**src/memmap_defs.vh**
```
// Address map constants for the CPU memory map decoder.
// Assumes a 20-bit byte address from the CPU core.
`ifndef MEMMAP_DEFS_VH
`define MEMMAP_DEFS_VH
`define ADDR_W          20
`define TOP_NIBBLE_LO   4'h0
`define TOP_NIBBLE_HI   4'hf
`define DATA_LO_START   16'hee00
`define SFR_LO_START    16'hff00
`define RAM_FAST_START  16'hfd00
`define ROM_LAST        20'h1ffff
`define VEC_LAST        20'h0003f
`define TBL_FIRST       20'h00040
`define TBL_LAST        20'h0007f
`define FIX_FIRST       20'h00800
`define FIX_LAST        20'h00fff
`define BASE_TOP_ZERO   4'h0
`define RESET_VEC_ADDR  20'h00000
`define VEC_NMI         20'h00002
`define VEC_WDT_NMI     20'h00004
`define VEC_WDT_MASK    20'h00006
`define VEC_PIN0        20'h00008
`define VEC_PIN_LAST    20'h00012
`define VEC_OPERR       20'h0003c
`define VEC_BREAK       20'h0003e
`define TBL_IDX_W       5
`define FIX_OFS_W       11
`define FAST_FETCH_CYC  2'h2
`endif

```
**src/cpu_memory_map_decoder.v**
```verilog
// Memory map decoder and fetch-path selector for a 1 MB CPU space.
// Assumes the CPU core presents one access at a time, synchronous to mclk.
//
// Behaviour
// - Decode full 20-bit one-megabyte space.
// - Placement accepted once after reset only.
// - Data area at 0EE00-0FFFF or FEE00-FFFFF.
// - Data area wins over overlapping regions.
// - Hidden ROM usable only with high placement.
// - Fast fetch: two bytes per two clocks.
// - Reset selects slow external-like fetch; here rom_fast_fetch_bit is a plain input with no reset value.
// - Fast fetch on ROM: one wait, no external waits.
// - Vector region 00000-0003F holds entry words.
// - Vector entries are 16-bit, base-area targets.
// - Fixed vector addresses per interrupt source.
// - Table call reads one of 32 entries.
// - Fixed call targets only 00800-00FFF.
// - No fetch from fast RAM or registers.
// - Unmapped goes external only in expansion mode.
// - Internal RAM never serves reset entry.
// - Reset loads PC low word, top nibble zero.
// - Special registers take top 256 bytes.
`timescale 1ns/10ps
`default_nettype none
`include "memmap_defs.vh"

module cpu_memory_map_decoder (
  input  wire        mclk,
  input  wire        rst,
  input  wire        place_req,
  input  wire        place_high,
  input  wire        acc_valid,
  input  wire        acc_fetch,
  input  wire [19:0] acc_addr,
  input  wire        rom_fast_fetch_bit,
  input  wire        ext_expansion_en,
  input  wire        ext_wait_req,
  input  wire        vec_req,
  input  wire [5:0]  vec_sel,
  input  wire        tbl_req,
  input  wire [4:0]  tbl_idx,
  input  wire        fix_req,
  input  wire [10:0] fix_ofs,
  input  wire [15:0] reset_word,
  output reg         placed_ff,
  output reg         high_ff,
  output reg         sel_rom_ff,
  output reg         sel_ram_ff,
  output reg         sel_sfr_ff,
  output reg         sel_ext_ff,
  output reg         fetch_fault_ff,
  output reg         unmapped_ff,
  output reg  [1:0]  fetch_bytes_ff,
  output wire        acc_wait,
  output reg  [19:0] vec_addr_ff,
  output reg  [19:0] tbl_addr_ff,
  output reg  [19:0] fix_addr_ff,
  output reg  [19:0] reset_pc_ff,
  output reg         reset_pc_vld_ff
);

  ////////////////////////////////////////////////////////////////////////////
  // Placement lock
  wire do_place = place_req & ~placed_ff;

  always @(posedge mclk or posedge rst) begin
    if (rst) begin
      placed_ff <= 1'b0;
      high_ff   <= 1'b0;
    end else if (do_place) begin
      placed_ff <= 1'b1;
      high_ff   <= place_high;
    end
  end

  ////////////////////////////////////////////////////////////////////////////
  // Region decode
  wire [3:0]  top_nib = acc_addr[19:16];
  wire [15:0] low16   = acc_addr[15:0];
  wire [3:0]  data_nib = high_ff ? `TOP_NIBBLE_HI : `TOP_NIBBLE_LO;
  // Before placement the low map is assumed; software places first anyway.
  wire in_data = (top_nib == data_nib) & (low16 >= `DATA_LO_START);
  wire in_sfr  = in_data & (low16 >= `SFR_LO_START);
  wire in_fast = in_data & ~in_sfr & (low16 >= `RAM_FAST_START);
  wire in_rom  = (acc_addr <= `ROM_LAST) & ~in_data;
  wire in_ext  = ~in_data & ~in_rom;

  reg nxt_rom;
  reg nxt_ram;
  reg nxt_sfr;
  reg nxt_ext;
  reg nxt_fault;
  reg nxt_unmapped;

  always @* begin
    nxt_rom      = 1'b0;
    nxt_ram      = 1'b0;
    nxt_sfr      = 1'b0;
    nxt_ext      = 1'b0;
    nxt_fault    = 1'b0;
    nxt_unmapped = 1'b0;
    if (acc_valid) begin
      if (in_data) begin
        if (acc_fetch & (in_sfr | in_fast)) begin
          nxt_fault = 1'b1;
        end else if (in_sfr) begin
          nxt_sfr = 1'b1;
        end else begin
          nxt_ram = 1'b1;
        end
      end else if (in_rom) begin
        nxt_rom = 1'b1;
      end else if (in_ext & ext_expansion_en) begin
        nxt_ext = 1'b1;
      end else begin
        nxt_unmapped = 1'b1;
      end
    end
  end

  always @(posedge mclk or posedge rst) begin
    if (rst) begin
      sel_rom_ff     <= 1'b0;
      sel_ram_ff     <= 1'b0;
      sel_sfr_ff     <= 1'b0;
      sel_ext_ff     <= 1'b0;
      fetch_fault_ff <= 1'b0;
      unmapped_ff    <= 1'b0;
      fetch_bytes_ff <= 2'h0;
    end else begin
      sel_rom_ff     <= nxt_rom;
      sel_ram_ff     <= nxt_ram;
      sel_sfr_ff     <= nxt_sfr;
      sel_ext_ff     <= nxt_ext;
      fetch_fault_ff <= nxt_fault;
      unmapped_ff    <= nxt_unmapped;
      // Fast ROM fetch delivers a 2-byte word per access
      if (nxt_rom & acc_fetch & rom_fast_fetch_bit) begin
        fetch_bytes_ff <= `FAST_FETCH_CYC;
      end else if (nxt_rom & acc_fetch) begin
        fetch_bytes_ff <= 2'h1;
      end else begin
        fetch_bytes_ff <= 2'h0;
      end
    end
  end

  ////////////////////////////////////////////////////////////////////////////
  // Fetch timing: fast fetch holds one wait cycle so a word takes two clocks
  reg fast_busy_ff;
  wire fast_start = nxt_rom & acc_fetch & rom_fast_fetch_bit & ~fast_busy_ff;

  always @(posedge mclk or posedge rst) begin
    if (rst) begin
      fast_busy_ff <= 1'b0;
    end else begin
      fast_busy_ff <= fast_start;
    end
  end

  // External waits never reach a fast ROM access; in slow mode they may.
  // Waits on ROM in slow mode are software's responsibility to avoid.
  assign acc_wait = fast_start |
                    (acc_valid & ~(in_rom & rom_fast_fetch_bit) &
                     ext_wait_req & ~in_data);

  ////////////////////////////////////////////////////////////////////////////
  // Vector, table-call and fixed-call address generation
  reg [19:0] nxt_vec;

  always @* begin
    nxt_vec = vec_addr_ff;
    if (vec_req) begin
      nxt_vec = {14'h0000, vec_sel[5:1], 1'b0};
      if (vec_sel == 6'h00) begin
        nxt_vec = `VEC_NMI;
      end
    end
  end

  always @(posedge mclk or posedge rst) begin
    if (rst) begin
      vec_addr_ff <= `RESET_VEC_ADDR;
      tbl_addr_ff <= `TBL_FIRST;
      fix_addr_ff <= `FIX_FIRST;
    end else begin
      vec_addr_ff <= nxt_vec;
      if (tbl_req) begin
        tbl_addr_ff <= `TBL_FIRST | {14'h0000, tbl_idx, 1'b0};
      end
      if (fix_req) begin
        fix_addr_ff <= `FIX_FIRST | {9'h000, fix_ofs};
      end
    end
  end

  ////////////////////////////////////////////////////////////////////////////
  // Reset program counter: word from ROM at 0/1, never internal RAM
  reg first_ff;

  always @(posedge mclk or posedge rst) begin
    if (rst) begin
      first_ff        <= 1'b1;
      reset_pc_ff     <= 20'h00000;
      reset_pc_vld_ff <= 1'b0;
    end else if (first_ff) begin
      first_ff        <= 1'b0;
      reset_pc_ff     <= {`BASE_TOP_ZERO, reset_word};
      reset_pc_vld_ff <= 1'b1;
    end else begin
      reset_pc_vld_ff <= 1'b0;
    end
  end

endmodule
`default_nettype wire

```
**config.mk**
```make
export PLATFORM = sky130hd
export DESIGN_NAME = cpu_memory_map_decoder
export DESIGN_NICKNAME = d
export VERILOG_FILES = /design/src/cpu_memory_map_decoder.v
export VERILOG_INCLUDE_DIRS = /design/src
export SDC_FILE = /design/constraint.sdc
export NUM_CORES = 1
export LEC_CHECK = 0
export ABC_AREA = 0
export BUFFER_PORTS_ARGS = -buffer_cell sky130_fd_sc_hd__buf_2
export CAP_MARGIN = 20
export CELL_PAD_IN_SITES_DETAIL_PLACEMENT = 0
export CELL_PAD_IN_SITES_GLOBAL_PLACEMENT = 1
export CORE_ASPECT_RATIO = 0.75
export CORE_MARGIN = 3
export CORE_UTILIZATION = 32
export DETAILED_ROUTE_END_ITERATION = 8
export PLACE_DENSITY = 0.95
export SYNTH_ARGS = -nofsm -noshare
export SYNTH_HDL_FRONTEND = slang
export SYNTH_SLANG_ARGS = --single-unit
```
**constraint.sdc**
```tcl
create_clock -name mclk -period 3.24 [get_ports mclk]
set_input_delay 0 -clock mclk [delete_from_list [all_inputs] [get_ports mclk]]
set_output_delay 0 -clock mclk [all_outputs]
set_load 0.02 [all_outputs]
```
=== Yosys cells after proc, flatten, opt, wreduce, memory -nomap -nowiden ===
Index checks and enable logic that the tools add are counted.

* Flip-flop bits (word level): 65
* Bits in latches: 0
* RAM bits: 0
* Memory bits (read-only): 0
* Input bits: 70
* Output and inout bits: 92
* Memories kept: 0

* Add/sub/neg operators: 0
* $mul: 0
* Div/mod/pow operators: 0
* $lt $le $gt $ge: 4
* Eq/ne operators: 1
* Shifts and indexed selects: 0
* Muxes and demuxes: 27
* Bitwise gates (word level): 24
* Reductions and logical operators: 1

{| class="wikitable"
|+ Operator list
! kind !! count
|-
| 16-bit greater-or-equal comparator (second input constant) || 3
|-
| 1-bit two-way mux || 24
|-
| 20-bit by 17-bit less-or-equal comparator with 1-bit output (second input constant) || 1
|-
| 1-bit bitwise AND || 16
|-
| 6-bit logical NOT || 1
|-
| 6-bit two-way mux || 1
|-
| 1-bit inverter || 6
|-
| 4-bit == test || 1
|-
| 4-bit two-way mux || 1
|-
| 2-bit two-way mux || 1
|-
| 1-bit OR || 2
|}

=== Logic depth before layout (Yosys ltp) ===
Gate-level depths: netlist of run 1.

* Depth in word-level cells: 12
* Gate-level depth with buffers: 4

=== Worst setup path after synthesis of run 1 ===
OpenSTA, ideal clock, no wires.

* Kind: reg2reg
* Start: register first_ff
* End: register reset_pc_ff[0]
* Library setup time: 0.125 ns
* Data arrival time: 1.336 ns
* Setup slack: 1.779 ns
* Stages on the path, launching flop included: 4
* Clock period less this slack: 1.461 ns
* Cell sequence: dfstp_2 > clkbuf_1 > buf_2 > mux2_2

{| class="wikitable"
|+ RTL lines
! what !! line !! RTL
|-
| start, declared || cpu_memory_map_decoder.v:199 || <nowiki>reg first_ff;</nowiki>
|-
| start signal, assigned || cpu_memory_map_decoder.v:203 || <nowiki>first_ff <= 1'b1;</nowiki>
|-
| start signal, assigned || cpu_memory_map_decoder.v:207 || <nowiki>first_ff <= 1'b0;</nowiki>
|-
| end signal, assigned || cpu_memory_map_decoder.v:208 || <nowiki>reset_pc_ff <= {`BASE_TOP_ZERO, reset_word};</nowiki>
|-
| end, declared || cpu_memory_map_decoder.v:58 || <nowiki>output reg [19:0] reset_pc_ff,</nowiki>
|}

No word-level cell between the ends.

=== Worst setup path in the final report of run 1 ===
* Start: register high_ff
* End: register fetch_bytes_ff[0]

* Longest elaborated chain between the ends: 11
* Elaborated cells between the ends (all ways): 12
* Those cells by class: eq/ne: 1; mux: 6; bitwise: 5

{| class="wikitable"
|+ Ends and longest elaborated chain
! what !! line !! RTL
|-
| start, declared || cpu_memory_map_decoder.v:46 || <nowiki>output reg high_ff,</nowiki>
|-
| start signal, assigned || cpu_memory_map_decoder.v:72 || <nowiki>high_ff <= place_high;</nowiki>
|-
| 4-bit two-way mux (no line) * || -- ||
|-
| 4-bit == test * || cpu_memory_map_decoder.v:82 || <nowiki>wire in_data = (top_nib == data_nib) & (low16 >= `DATA_LO_START);</nowiki>
|-
| 1-bit bitwise AND * || cpu_memory_map_decoder.v:82 ||
|-
| 1-bit inverter || cpu_memory_map_decoder.v:85 || <nowiki>wire in_rom = (acc_addr <= `ROM_LAST) & ~in_data;</nowiki>
|-
| 1-bit bitwise AND || cpu_memory_map_decoder.v:85 ||
|-
| 1-bit two-way mux || cpu_memory_map_decoder.v:111 || <nowiki>end else if (in_rom) begin</nowiki>
|-
| 1-bit two-way mux * || cpu_memory_map_decoder.v:103 || <nowiki>if (in_data) begin</nowiki>
|-
| 1-bit two-way mux * || cpu_memory_map_decoder.v:102 || <nowiki>if (acc_valid) begin</nowiki>
|-
| 1-bit bitwise AND * || cpu_memory_map_decoder.v:138, cpu_memory_map_decoder.v:140 ||
|-
| 1-bit two-way mux / 1-bit bitwise AND (equally long branches) || cpu_memory_map_decoder.v:140, cpu_memory_map_decoder.v:138 ||
|-
| 2-bit two-way mux * || cpu_memory_map_decoder.v:138 || <nowiki>if (nxt_rom & acc_fetch & rom_fast_fetch_bit) begin</nowiki>
|-
| end signal, assigned || cpu_memory_map_decoder.v:139 || <nowiki>fetch_bytes_ff <= `FAST_FETCH_CYC;</nowiki>
|-
| end, declared || cpu_memory_map_decoder.v:53 || <nowiki>output reg [1:0] fetch_bytes_ff,</nowiki>
|}

Mark *: on every way between the ends. The rest lies on a longest branch, timed or not.
A chain may end at the register's enable or synchronous reset.

==> results.md, run 1 <==
- The run finished with clean final reports.
- The number of endpoints failing setup at the final stage is 0.
- Summing over every cut layer, the via total after detailed routing is around 1,700.
- The worst setup path is captured at a flip-flop.
- Compared with the post-synthesis result, the final layout area differs by 48.3%.
- The routed wire length per instance is 12.6 um.
- Entering global routing, the biggest net connects 51 pins.
- The start point of the worst hold path is acc_addr[12].
- The end point of the worst hold path is fetch_fault_ff$_DFF_PP0_.
- In this run the core area contains 25 standard-cell rows.
- Clock latency on the worst-skew pair, taken at its later pin, is 0.30 ns.
- The floorplan step set the die height to 78.7 um.
- The register cell area after layout is roughly 1300 um^2.
- The count of antenna-violating nets left after detailed routing is 0.
- Walking the worst path, the cells encountered are and4_1 -> a22oi_2 -> nor3_2 -> nor4_1 -> dlygate4sd3_1.
- After floorplanning, the core was sized to cover 6570 um^2.
- The total overflow left after global routing is 0.
- The final layout contains routed wiring with a total length of around 5.3 mm.
- The cell with the biggest individual delay on the critical path is sky130_fd_sc_hd__dlygate4sd3_1.
- The synthesized design contains 50 register bits.
- The count of pins on the block boundary is between 150 and 200.
- The overall track demand over capacity in global routing is 0.125.
- The family with the most delay on the worst path is simple AND/OR/NAND/NOR gates.
- The initial antenna violation count is 0.
- The via count of the first global-routing pass is 1,675.
- After layout, the minimum clock period comes to between 1.5 and 2 ns.
- In this run the mean area of a mapped cell was 12.9 um^2.
- The width of the chip is about 100 um.
- The largest driver fanout on the critical path is 7.
- Dividing total power by cell area gives a power density of 429 nW/um^2.
- The filler-free cell count of the finished design is between 400 and 500.
- The largest total area in the synthesized netlist belongs to sky130_fd_sc_hd__dfrtp_1.
- The number of library cell types mapped by synthesis is 28.
- Of the cells placed in the final design, the portion with a size suffix greater than 1 is 0.484.
- STA puts the critical path data arrival time at roughly 2.1 ns.
- The yosys synthesis warning count is 0.
- The maximum ir drop on the vdd rail is 0.195 mV.
- The quantity of I/O buffers inserted on ports is 110.
- Clock-pin slew was measured on the worst setup and hold paths at ~0.10 ns.
- Setup repair after global routing left no endpoint under its margin.
- The portion of the clock cycle consumed by the worst path in the final layout is 0.578.
- The critical path is of the flip-flop to flip-flop type.
- In this run the critical register-to-register path is launched from high_ff$_DFFE_PP0P_.
- For this design, the sink count on the clock tree is 50.
- Across all hold checks on the routed design, the worst slack comes to about 0.025 ns.
- The synthesized cell area is between 2000 and 2500 um^2.
- The first-pass detailed-route iteration total is 4.
- For the final database, setup skew stands at ~0.012 ns.
- Summed over all cells, the static leakage comes to approximately 1.7 nW.
- The final count of pins violating max slew was 0.
- The top achievable clock speed is 0.534 GHz.
- The worst setup path is launched from a flip-flop.
- Once layout is complete, the utilization of the core stands at 0.509.
- The DRC violation count after routing is 0.
- The worst flop-to-flop path endpoint is fetch_bytes_ff[0]$_DFF_PP0_.
- The number of hold violations in the final report is 0.
- By area the synthesized netlist is led by sky130_fd_sc_hd__dfrtp_1 54%, sky130_fd_sc_hd__mux2_2 18%, sky130_fd_sc_hd__buf_4 14%, sky130_fd_sc_hd__dfstp_2 1.2%, sky130_fd_sc_hd__nor3_1 1.1%.
- After detailed placement, the design holds a cell count of 362.
- The first-pass GRT wire length is 7.95 mm.
- The repair_antennas step left the layout with diodes totalling 0.
- After detailed routing, the number of vias per cell comes to between 4 and 5.
- The endpoint required time on the critical path is approximately 3.4 ns.
- For this run, the post-layout net count is 408.
- The largest single stage delay on the critical path is 0.56 ns.
- For flop-to-flop paths, the worst setup slack is approximately 1.4 ns.
- The congestion estimate from routability-driven global placement came to 0.762.
- The buffer type at the clock tree root is sky130_fd_sc_hd__clkbuf_8.
- The initial utilization of the core area, before any placement, comes to 0.343.
- The number of levels in the clock H-tree is 2.
- The max-cap violation count is 0.
- The die covers about 8100 um^2.
- The first routing iteration left 16 violations.
- Adding up every negative setup slack in the final design gives 0 ns.
- Summing all multi-input logic gate instances after layout gives 822 um^2.
- The tightest min-delay check is of the primary input to flip-flop type.
- The TritonCTS clock tree is built.
- The register area share after synthesis is 0.555.
- The total clock buffers created by CTS is 5.
- The fraction of post-synthesis cell area in the top cell type by area is 0.544.
- The number of stages on the worst hold path is 3.
- The maximum number of buffers from clock root to sink is 2.
- The wire-length estimate of the detail-placed layout is 3.59 mm.
- The number of buffer and inverter instances along the worst setup path is 1.
- The number of cells produced by synthesis is 175.
- The worst reg-to-reg path cell count is 5.
- The number of fillers in the final layout is ~550.
- The number of post-CTS setup repair buffers is 0.
[logic make-up (layout without fill, tap and decap cells)]
family	after synthesis	count (layout)	share of synthesized area
AO/OA/AOI/OAI	9	9	0.0250
buffers and inverters	47	169	0.150
flip-flops	50	50	0.555
multiplexers	37	37	0.185
other	2	44	0.00333
AND/OR/NAND/NOR	30	30	0.0815
[layout make-up]
cell class	count	area share
well taps	81	0.0303
multi-input cells	120	0.246
repair buffers	160	0.317
clock inverters	1	0.00262
inverters	1	0.00112
clock buffers	7	0.0288
flip-flops and latches	50	0.374
[where the power goes]
| group | internal [mW] | switching [mW] |
|---|---|---|
| logic | 0.148 | 0.192 |
| clock network | 0.196 | 0.197 |
| registers | 0.675 | 0.0265 |
[metrics by stage]
stage	setup slack [ns]	power [mW]	instance area, um^2
after global routing	1.17	1.51	3350
final	1.37	1.43	3350
after CTS	1.36	1.45	3320
after global placement	1.88	0.999	2730
after detailed placement	1.86	1.01	2730
after floorplan	1.78	0.933	2410
[metal layers]
layer	GRT usage	wire (um)
met1	0.142	2140
met2	0.229	2630
met3	0.0255	412
met4	0.0453	91
met5	0	0
[worst max path at each step]
stage,cells past startpoint,end,slack (ns),from
2_1_floorplan,3,reset_pc_ff[0]$_DFFE_PP0P_,1.78,first_ff$_DFF_PP1_
3_3_place_gp,4,sel_sfr_ff$_DFF_PP0_,1.88,high_ff$_DFFE_PP0P_
3_5_place_dp,4,sel_ram_ff$_DFF_PP0_,1.86,high_ff$_DFFE_PP0P_
4_1_cts,5,fetch_bytes_ff[0]$_DFF_PP0_,1.36,high_ff$_DFFE_PP0P_
5_1_grt,5,fetch_bytes_ff[0]$_DFF_PP0_,1.17,high_ff$_DFFE_PP0P_
6_report,5,fetch_bytes_ff[0]$_DFF_PP0_,1.37,high_ff$_DFFE_PP0P_
[worst register-to-register path: stages, from the launching register on]
cell and delay, ns:
sky130_fd_sc_hd__dfrtp_1 0.40, sky130_fd_sc_hd__and4_1 0.20, sky130_fd_sc_hd__a22oi_2 0.10, sky130_fd_sc_hd__nor3_2 0.40, sky130_fd_sc_hd__nor4_1 0.09, sky130_fd_sc_hd__dlygate4sd3_1 0.56
[synthesized netlist by cell type]
library cell / instances
sky130_fd_sc_hd__and4b_1: 1
sky130_fd_sc_hd__nor3_2: 1
sky130_fd_sc_hd__or3b_4: 1
sky130_fd_sc_hd__or3_2: 1
sky130_fd_sc_hd__nor3_1: 5
sky130_fd_sc_hd__a21boi_0: 1
sky130_fd_sc_hd__nor2_1: 6
sky130_fd_sc_hd__and4_1: 1
sky130_fd_sc_hd__nor3_4: 1
sky130_fd_sc_hd__inv_1: 1
sky130_fd_sc_hd__nand3_1: 4
sky130_fd_sc_hd__buf_4: 43
sky130_fd_sc_hd__buf_2: 1
sky130_fd_sc_hd__a21oi_1: 3
sky130_fd_sc_hd__nand2_1: 3
sky130_fd_sc_hd__nand3b_1: 1
sky130_fd_sc_hd__dfstp_2: 1
sky130_fd_sc_hd__a31oi_1: 1
sky130_fd_sc_hd__mux2_2: 37
sky130_fd_sc_hd__clkbuf_1: 2
sky130_fd_sc_hd__nor4b_1: 1
sky130_fd_sc_hd__or2_2: 1
sky130_fd_sc_hd__conb_1: 2
sky130_fd_sc_hd__o21ai_0: 3
sky130_fd_sc_hd__nor2b_1: 1
sky130_fd_sc_hd__nor4_1: 2
sky130_fd_sc_hd__a22oi_2: 1
sky130_fd_sc_hd__dfrtp_1: 49
[state kept, by name (all words and copies together) (netlist names)]
name and cells:
fix_addr_ff 11, first_ff 1, vec_addr_ff 5, sel_rom_ff 1
sel_ext_ff 1, sel_sfr_ff 1, reset_pc_vld_ff 1, unmapped_ff 1
high_ff 1, sel_ram_ff 1, reset_pc_ff 16, fetch_bytes_ff 2
placed_ff 1, fetch_fault_ff 1, fast_busy_ff 1, tbl_addr_ff 5
[timing repair]
| action | in CTS | in global routing |
|---|---|---|
| resized for setup | 0 | 0 |
| endpoints found under the hold margin | 93 | 1 |
| hold buffers | 48 | 1 |
[cells in the final DEF, fill, tap and decap left out]
cell type,instances
sky130_fd_sc_hd__a21boi_0,1
sky130_fd_sc_hd__a21oi_1,3
sky130_fd_sc_hd__a22oi_2,1
sky130_fd_sc_hd__a31oi_1,1
sky130_fd_sc_hd__and4_1,1
sky130_fd_sc_hd__and4b_1,1
sky130_fd_sc_hd__buf_12,1
sky130_fd_sc_hd__buf_2,110
sky130_fd_sc_hd__clkbuf_8,7
sky130_fd_sc_hd__clkinv_4,1
sky130_fd_sc_hd__conb_1,44
sky130_fd_sc_hd__dfrtp_1,49
sky130_fd_sc_hd__dfstp_2,1
sky130_fd_sc_hd__dlygate4sd3_1,49
sky130_fd_sc_hd__inv_2,1
sky130_fd_sc_hd__mux2_2,37
sky130_fd_sc_hd__nand2_1,3
sky130_fd_sc_hd__nand3_1,4
sky130_fd_sc_hd__nand3b_1,1
sky130_fd_sc_hd__nor2_1,6
sky130_fd_sc_hd__nor2b_1,1
sky130_fd_sc_hd__nor3_1,5
sky130_fd_sc_hd__nor3_2,1
sky130_fd_sc_hd__nor3_4,1
sky130_fd_sc_hd__nor4_1,2
sky130_fd_sc_hd__nor4b_1,1
sky130_fd_sc_hd__o21ai_0,3
sky130_fd_sc_hd__or2_2,1
sky130_fd_sc_hd__or3_2,1
sky130_fd_sc_hd__or3b_4,1
No activity file was read; power rests on OpenSTA's default activity.
==> run 2, diff against run 1 <==
CORE_UTILIZATION = 29   (was 32)
PLACE_DENSITY = 0.9   (was 0.95)
clock period = 1.8 ns   (was 3.24 ns; I/O delays follow)
==> run 2 against run 1 <==
Net effect:
- register-to-register slack got worse by 0.99 ns
- critical path depth increased by 2
- cell area increased by 1.4%
- sequential share of layout area decreased by 0.52 points
==> results.md, run 2 (synthesis results as in run 1) <==
- After detailed routing, the average wire length per cell comes to about 12 um.
- The endpoint identified for the worst register-to-register timing path is sel_sfr_ff$_DFF_PP0_.
- The initial antenna violation count was 0.
- The class of the tightest hold or removal check is primary input to flip-flop.
- The startpoint kind of the worst setup timing path is a primary input.
- The number of flip-flops under the largest register name is 16.
- The initial core utilization is 0.304.
- The setup path with the least slack is of type primary input to primary output.
- The sequential cells in the finished layout cover a total of 1250 um^2.
- Entering global routing, the biggest net connects 28 pins.
- Of all nets on the critical path, the largest fanout is 7.
- VDD sags by at most 0.346 mV.
- Setup repair after global routing left no endpoint under its margin.
- The tree is rooted in a sky130_fd_sc_hd__clkbuf_8.
- The first-pass GRT wire length is about 8.1 mm.
- The number of hold violations in the final report was 0.
- The width of the chip is 108 um.
- At the end of the flow, the number of nets in the layout was just over 400.
- The total clock buffers created by CTS is 5.
- The run finished with clean final reports.
- The slack of the worst reg-to-reg path is 0.38 ns.
- The quantity of I/O buffers inserted on ports is 110.
- For this run, the total global-route usage over all layers was measured as 0.116.
- The worst reg-to-reg path cell count is 4.
- The number of post-CTS setup repair buffers is 0.
- After clock tree synthesis, the clock-pin slew on the worst setup and hold paths is 0.08 ns.
- The summed negative setup slack over all endpoints is 0 ns.
- Summing all multi-input logic gate instances after layout gives 828 um^2.
- After global routing the overflow that remains totals 0.
- The initial DRC count is 45.
- CTS saw 50 sinks.
- The via count of the first global-routing pass was 1,653.
- The detail-routed via count per cell is 3.99.
- Across all hold checks on the routed design, the worst slack comes to roughly 0.018 ns.
- The count of pins on the block boundary is 162.
- The critical path arrival is 1.59 ns.
- The detail route stage leaves a number of antenna-violating nets equal to 0.
- The worst setup path endpoint is acc_wait.
- For this run, design rule violations remaining after detail routing come to 0.
- The slew at the pin closest to its max-slew limit is 0.534 ns.
- Static timing analysis puts the maximum clock frequency at about 0.63 GHz.
- The worst setup path is captured at a primary output.
- Max-cap violations in this run came to 0.
- The design draws 2.70 mW.
- The floorplan step defined a die boundary enclosing 8880 um^2.
- The later pin in the worst-skew pair is clocked with a latency of a little under 0.3 ns.
- The number of endpoints failing setup at the final stage is 0.
- The final critical delay including setup and external delays is 1.59 ns.
- The final count of pins violating max slew was 0.
- From synthesis to final layout, the design area changed by 50.4%.
- After legalization and detailed placement, the total HPWL measured ~3.8 mm.
- The H-tree was split into 2 levels.
- Dividing total power by cell area gives a power density of 797 nW/um^2.
- Summing all placed instances gives a cell area of 2780 um^2.
- After filler insertion, the fill cell instance count of the layout stands at 677.
- The TritonCTS clock tree is built.
- The fraction of layout instances using a drive strength above 1 is 0.484.
- Leaving out fill and tap cells, the most frequent cell in the layout is sky130_fd_sc_hd__buf_2.
- Routability-driven placement finished with a final weighted congestion of 0.733.
- The worst slew margin relative to its limit is 0.643.
- The maximum number of buffers from clock root to sink is 2.
- The final layout contains routed wiring with a total length of 5.42 mm.
- The startpoint identified for the worst register-to-register timing path is high_ff$_DFFE_PP0P_.
- Along the worst hold path, the cell count comes to 3.
- The height of the chip is 82.4 um.
- The area of all placed cells without fillers is 3390 um^2.
- The site row count is 27.
- The repair_antennas step left the layout with diodes totalling 0.
- The endpoint required time on the critical path is 1.80 ns.
- Summing over every cut layer, the via total after detailed routing is about 1,800.
- Before antenna repair, the detailed router went through 4 iterations.
- The core outline area is 7430 um^2.
- In the final layout, the registers with the most flip-flops are reset_pc_ff x16, fix_addr_ff x11.
- For this design the static power due to leakage is between 1.5 and 2 nW.
- Clock skew on the completed layout was measured at 0.00557 ns.
- The register with the highest flop count is reset_pc_ff.
- In the finished design, the share of the clock period the worst path needs comes to 0.882.
- The timing startpoint of the critical path is acc_addr[19].
- The top cell types in the final layout, fill and taps aside, are 110 x sky130_fd_sc_hd__buf_2, 49 x sky130_fd_sc_hd__dfrtp_1, 49 x sky130_fd_sc_hd__dlygate4sd3_1, 44 x sky130_fd_sc_hd__conb_1, 37 x sky130_fd_sc_hd__mux2_2.
[run 2: area by class of cell]
| cell class | instances | area share |
|---|---|---|
| clock inverters | 2 | 0.0114 |
| flip-flops and latches | 50 | 0.369 |
| inverters | 1 | 0.00111 |
| multi-input cells | 120 | 0.244 |
| repair buffers | 160 | 0.313 |
| clock buffers | 6 | 0.0243 |
| well taps | 101 | 0.0372 |
[run 2: timing repair]
item / in CTS / in global routing
hold endpoints to repair: 70 / 0
hold buffers: 49 / 0
endpoints found under the setup margin: 0 / 1
gates resized for setup: 0 / 1
[run 2: worst min-delay path by stage]
stage,startpoint,to,slack (ns)
6_report,acc_addr[11],fetch_fault_ff$_DFF_PP0_,0.02
5_1_grt,tbl_req,tbl_addr_ff[5]$_DFFE_PP0P_,0.01
3_5_place_dp,rst,reset_pc_ff[0]$_DFFE_PP0P_,0.08
3_3_place_gp,rst,reset_pc_ff[0]$_DFFE_PP0P_,0.07
4_1_cts,acc_addr[18],sel_rom_ff$_DFF_PP0_,0.004
2_1_floorplan,rom_fast_fetch_bit,fetch_bytes_ff[0]$_DFF_PP0_,0.07
[run 2: through the flow]
stage / instances / worst slack, ns / utilization
final: 440 / 0.212 / 0.457
after floorplan: 217 / 0.339 / -
after global routing: 440 / 0.0959 / 0.457
after CTS: 440 / 0.127 / 0.456
after global placement: 383 / 0.446 / 0.373
after detailed placement: 383 / 0.430 / 0.373
[run 2: report_power, final]
group	switching [mW]	internal (mW)
combinational	0.348	0.268
clock	0.366	0.457
sequential	0.0499	1.21
[run 2: worst max-delay path: stages]
cell and delay [ns]:
sky130_fd_sc_hd__dlygate4sd3_1 0.54, sky130_fd_sc_hd__buf_2 0.15, sky130_fd_sc_hd__nor3_4 0.21, sky130_fd_sc_hd__a22oi_2 0.13, sky130_fd_sc_hd__nor3_4 0.32, sky130_fd_sc_hd__nor2_1 0.08
sky130_fd_sc_hd__buf_2 0.16
[run 2: layer usage]
metal	up-vias	GRT usage	wire length (um)	part of all wire
li1	841	-	-	-
met4	0	0.0340	57	0.011
met3	5	0.0249	369	0.068
met2	78	0.216	2910	0.54
met5	-	0	0	0
met1	830	0.137	2090	0.38
==> run 3, diff against run 2 <==
CORE_UTILIZATION = 30   (was 29)
CTS_BUF_LIST = sky130_fd_sc_hd__clkbuf_4 sky130_fd_sc_hd__clkbuf_8   (was not set)
PLACE_DENSITY = 0.92   (was 0.9)
==> run 3 against run 2 <==
Net effect:
- via count stayed put
- cell area is 1.4% lower
- count of clock-buffer cells in the layout is 1 lower
- combinational power is 0.8% lower
- cell count is 1.1% lower
- critical path type is now flip-flop to primary output
- die area is 3.1% lower
- critical path depth is 2 lower
==> results.md, run 3 (synthesis results as in run 1) <==
- The clock transition time at the flip-flop clock pins of the worst setup and hold paths is 0.09 ns.
- The quantity of I/O buffers inserted on ports is 110.
- The endpoint required time on the critical path is 1.80 ns.
- For the pin with the worst max-slew slack, the measured transition is 0.621 ns.
- The DRC violation count after routing is 0.
- In the final design database the tool counted 406 nets.
- The power after layout is 2.67 mW.
- The floorplan step set the die width to 106 um.
- Clock skew on the completed layout was measured at 0.00988 ns.
- Derived from the worst setup path, the maximum achievable clock frequency is 0.608 GHz.
- The number of antenna diodes in the final layout is 0.
- In the routed layout, each cell is associated on average with a via count of 4.03.
- Along the worst path, the maximum fanout reaches 7.
- The detailed router finished its first iteration with 26 violations.
- Setup violations remaining at the end of the flow were counted as 0.
- The portion of the clock cycle consumed by the worst path in the final layout is 0.914.
- The initial core utilization is 0.320.
- The class of the tightest hold or removal check is primary input to flip-flop.
- The floorplan step defined a core boundary enclosing 7060 um^2.
- The routed layout has 1,754 vias.
- For this block, the routed nets add up to around 5.6 mm of wire.
- The routed wire length per instance is around 13 um.
- The endpoint class of the critical path is a primary output.
- The timing startpoint of the critical path is high_ff$_DFFE_PP0P_.
- Leaving out fill and tap cells, the most frequent cells in the layout are 110 x sky130_fd_sc_hd__buf_2, 49 x sky130_fd_sc_hd__dfrtp_1, 47 x sky130_fd_sc_hd__dlygate4sd3_1, 44 x sky130_fd_sc_hd__conb_1, 37 x sky130_fd_sc_hd__mux2_2.
- The via count of the first global-routing pass is 1,698.
- The startpoint of the worst-slack reg-to-reg timing path is high_ff$_DFFE_PP0P_.
- The register with the highest flop count is reset_pc_ff.
- The number of fillers in the final layout is around 660.
- The max-cap violation count is 0.
- The buffer type at the clock tree root is sky130_fd_sc_hd__clkbuf_8.
- The critical path arrival is 1.64 ns.
- TritonCTS built the clock tree.
- Summing all placed instances gives a cell area of 2760 um^2.
- After global routing the overflow that remains totals 0.
- The detailed placement HPWL is roughly 3.9 mm.
- Counting tap cells, the placed design contains a total of 380 instances.
- The total leakage power is around 1.7 nW.
- The run finished with clean final reports.
- Entering global routing, the biggest net connects 51 pins.
- The post-placement setup slack is 0.427 ns.
- The summed negative setup slack over all endpoints is 0 ns.
- The category of the critical setup timing path is flip-flop to primary output.
- Measured along the y axis, the die boundary spans 81.1 um.
- Across every metal layer, demand over resource in global routing totals 0.124.
- The filler-free cell count of the finished design is 435.
- The worst slew margin relative to its limit is 0.586.
- The tightest hold path in the finished design has a slack of 0.0176 ns.
- Once layout is complete, the utilization of the core stands at 0.474.
- Counting every sink on the clock net gives 50.
- The initial antenna violation count is 0.
- The maximum number of buffers from clock root to sink is 2.
- The number of hold violations in the final report came to 0.
- The sequential cells in the finished layout cover a total of roughly 1300 um^2.
- The multi-input combinational cells in the finished layout cover a total of 822 um^2.
- The worst path in the final design needs a cycle of 1.64 ns, including I/O delays and setup.
- Setup repair after global routing left no endpoint under its margin.
- The synthesis-to-layout area growth is 48.3%.
- At the end of routability-driven placement, the weighted congestion stood at around 0.73.
- The area of all placed cells without fillers is 3350 um^2.
- The start point of the worst hold path is acc_addr[19].
- The final count of pins violating max slew is 0.
- The area enclosed by the die boundary is 8610 um^2.
- In the final layout, the share of cells above drive strength 1 is 0.487.
- STA classifies the critical path startpoint as a flip-flop.
- After layout, the worst setup slack is between 0.15 and 0.2 ns.
- The library cell used most frequently in the layout, excluding fill and tap cells, is sky130_fd_sc_hd__buf_2.
- approximately 160 I/O pins were placed.
- The first global-routing pass estimated 8.50 mm of wire.
- The total clock buffers created by CTS is 5.
- The first-pass detailed-route iteration total is 4.
- The power density relative to cell area is approximately 800 nW/um^2.
- IR analysis of the VDD net gives a maximum drop of 0.447 mV.
- The latest clock arrival within the worst-skew pair is about 0.29 ns.
- After floorplanning, the core was divided into 26 placement rows.
- The largest registers in the layout are reset_pc_ff x16, fix_addr_ff x11.
- The count of nets left with antenna violations once routing finished came out at 0.
- The register with the most flip-flops in the layout has 16 of them.
- The H-tree generated during clock tree synthesis spans 2 levels.
## run 3: cell types whose count changed in the layout (fill, tap and decap cells not counted)
cell	change
sky130_fd_sc_hd__dlygate4sd3_1	-2
sky130_fd_sc_hd__buf_12	-1
sky130_fd_sc_hd__nor3_4	-1
sky130_fd_sc_hd__clkinv_4	+1
sky130_fd_sc_hd__buf_4	+1
sky130_fd_sc_hd__nor3_2	+1
sky130_fd_sc_hd__clkbuf_8	-1
## run 3: timing repair
action	4_1_cts	5_1_grt
gates resized for setup	0	0
hold buffers	47	0
setup endpoints to repair	0	0
endpoints found under the hold margin	96	0
buffers inserted	0	0
## run 3: layout make-up
type | instances | area share
flip-flops and latches | 50 | 0.374
inverters | 1 | 0.00112
multi-input cells | 120 | 0.246
clock buffers | 5 | 0.0206
well taps | 98 | 0.0366
repair buffers | 158 | 0.307
clock inverters | 3 | 0.0142
## run 3: metal layers
metal	share of wire	GRT usage	wire length (um)	up-vias
li1	-	-	-	829
met1	0.38	0.136	2120	834
met2	0.53	0.239	2970	89
met3	0.084	0.0397	467	2
met4	0.0018	0.0233	10	0
met5	0	0	0	-
## run 3: path summary, 6_finish.rpt
path,endpoint,slack [ns],cells after the start
min,sel_rom_ff$_DFF_PP0_,0.02,4
min reg2reg,fast_busy_ff$_DFF_PP0_,0.45,1
min in group asynchronous,fix_addr_ff[6]$_DFFE_PP0P_,0.41,4
max reg2reg,sel_sfr_ff$_DFF_PP0_,0.40,4
max in group asynchronous,sel_rom_ff$_DFF_PP0_,0.96,4
max,acc_wait,0.16,5
## run 3: critical path: stages (launching register included)
cell                      delay, ns
sky130_fd_sc_hd__dfrtp_1       0.39
sky130_fd_sc_hd__and4_1        0.20
sky130_fd_sc_hd__a22oi_2       0.10
sky130_fd_sc_hd__nor3_2        0.41
sky130_fd_sc_hd__nor2_1        0.09
sky130_fd_sc_hd__buf_2         0.17
## run 3: power by group
group          switching (mW)  internal, mW
combinational           0.349         0.262
sequential             0.0498          1.21
clock                   0.374         0.421
total                   0.772          1.90
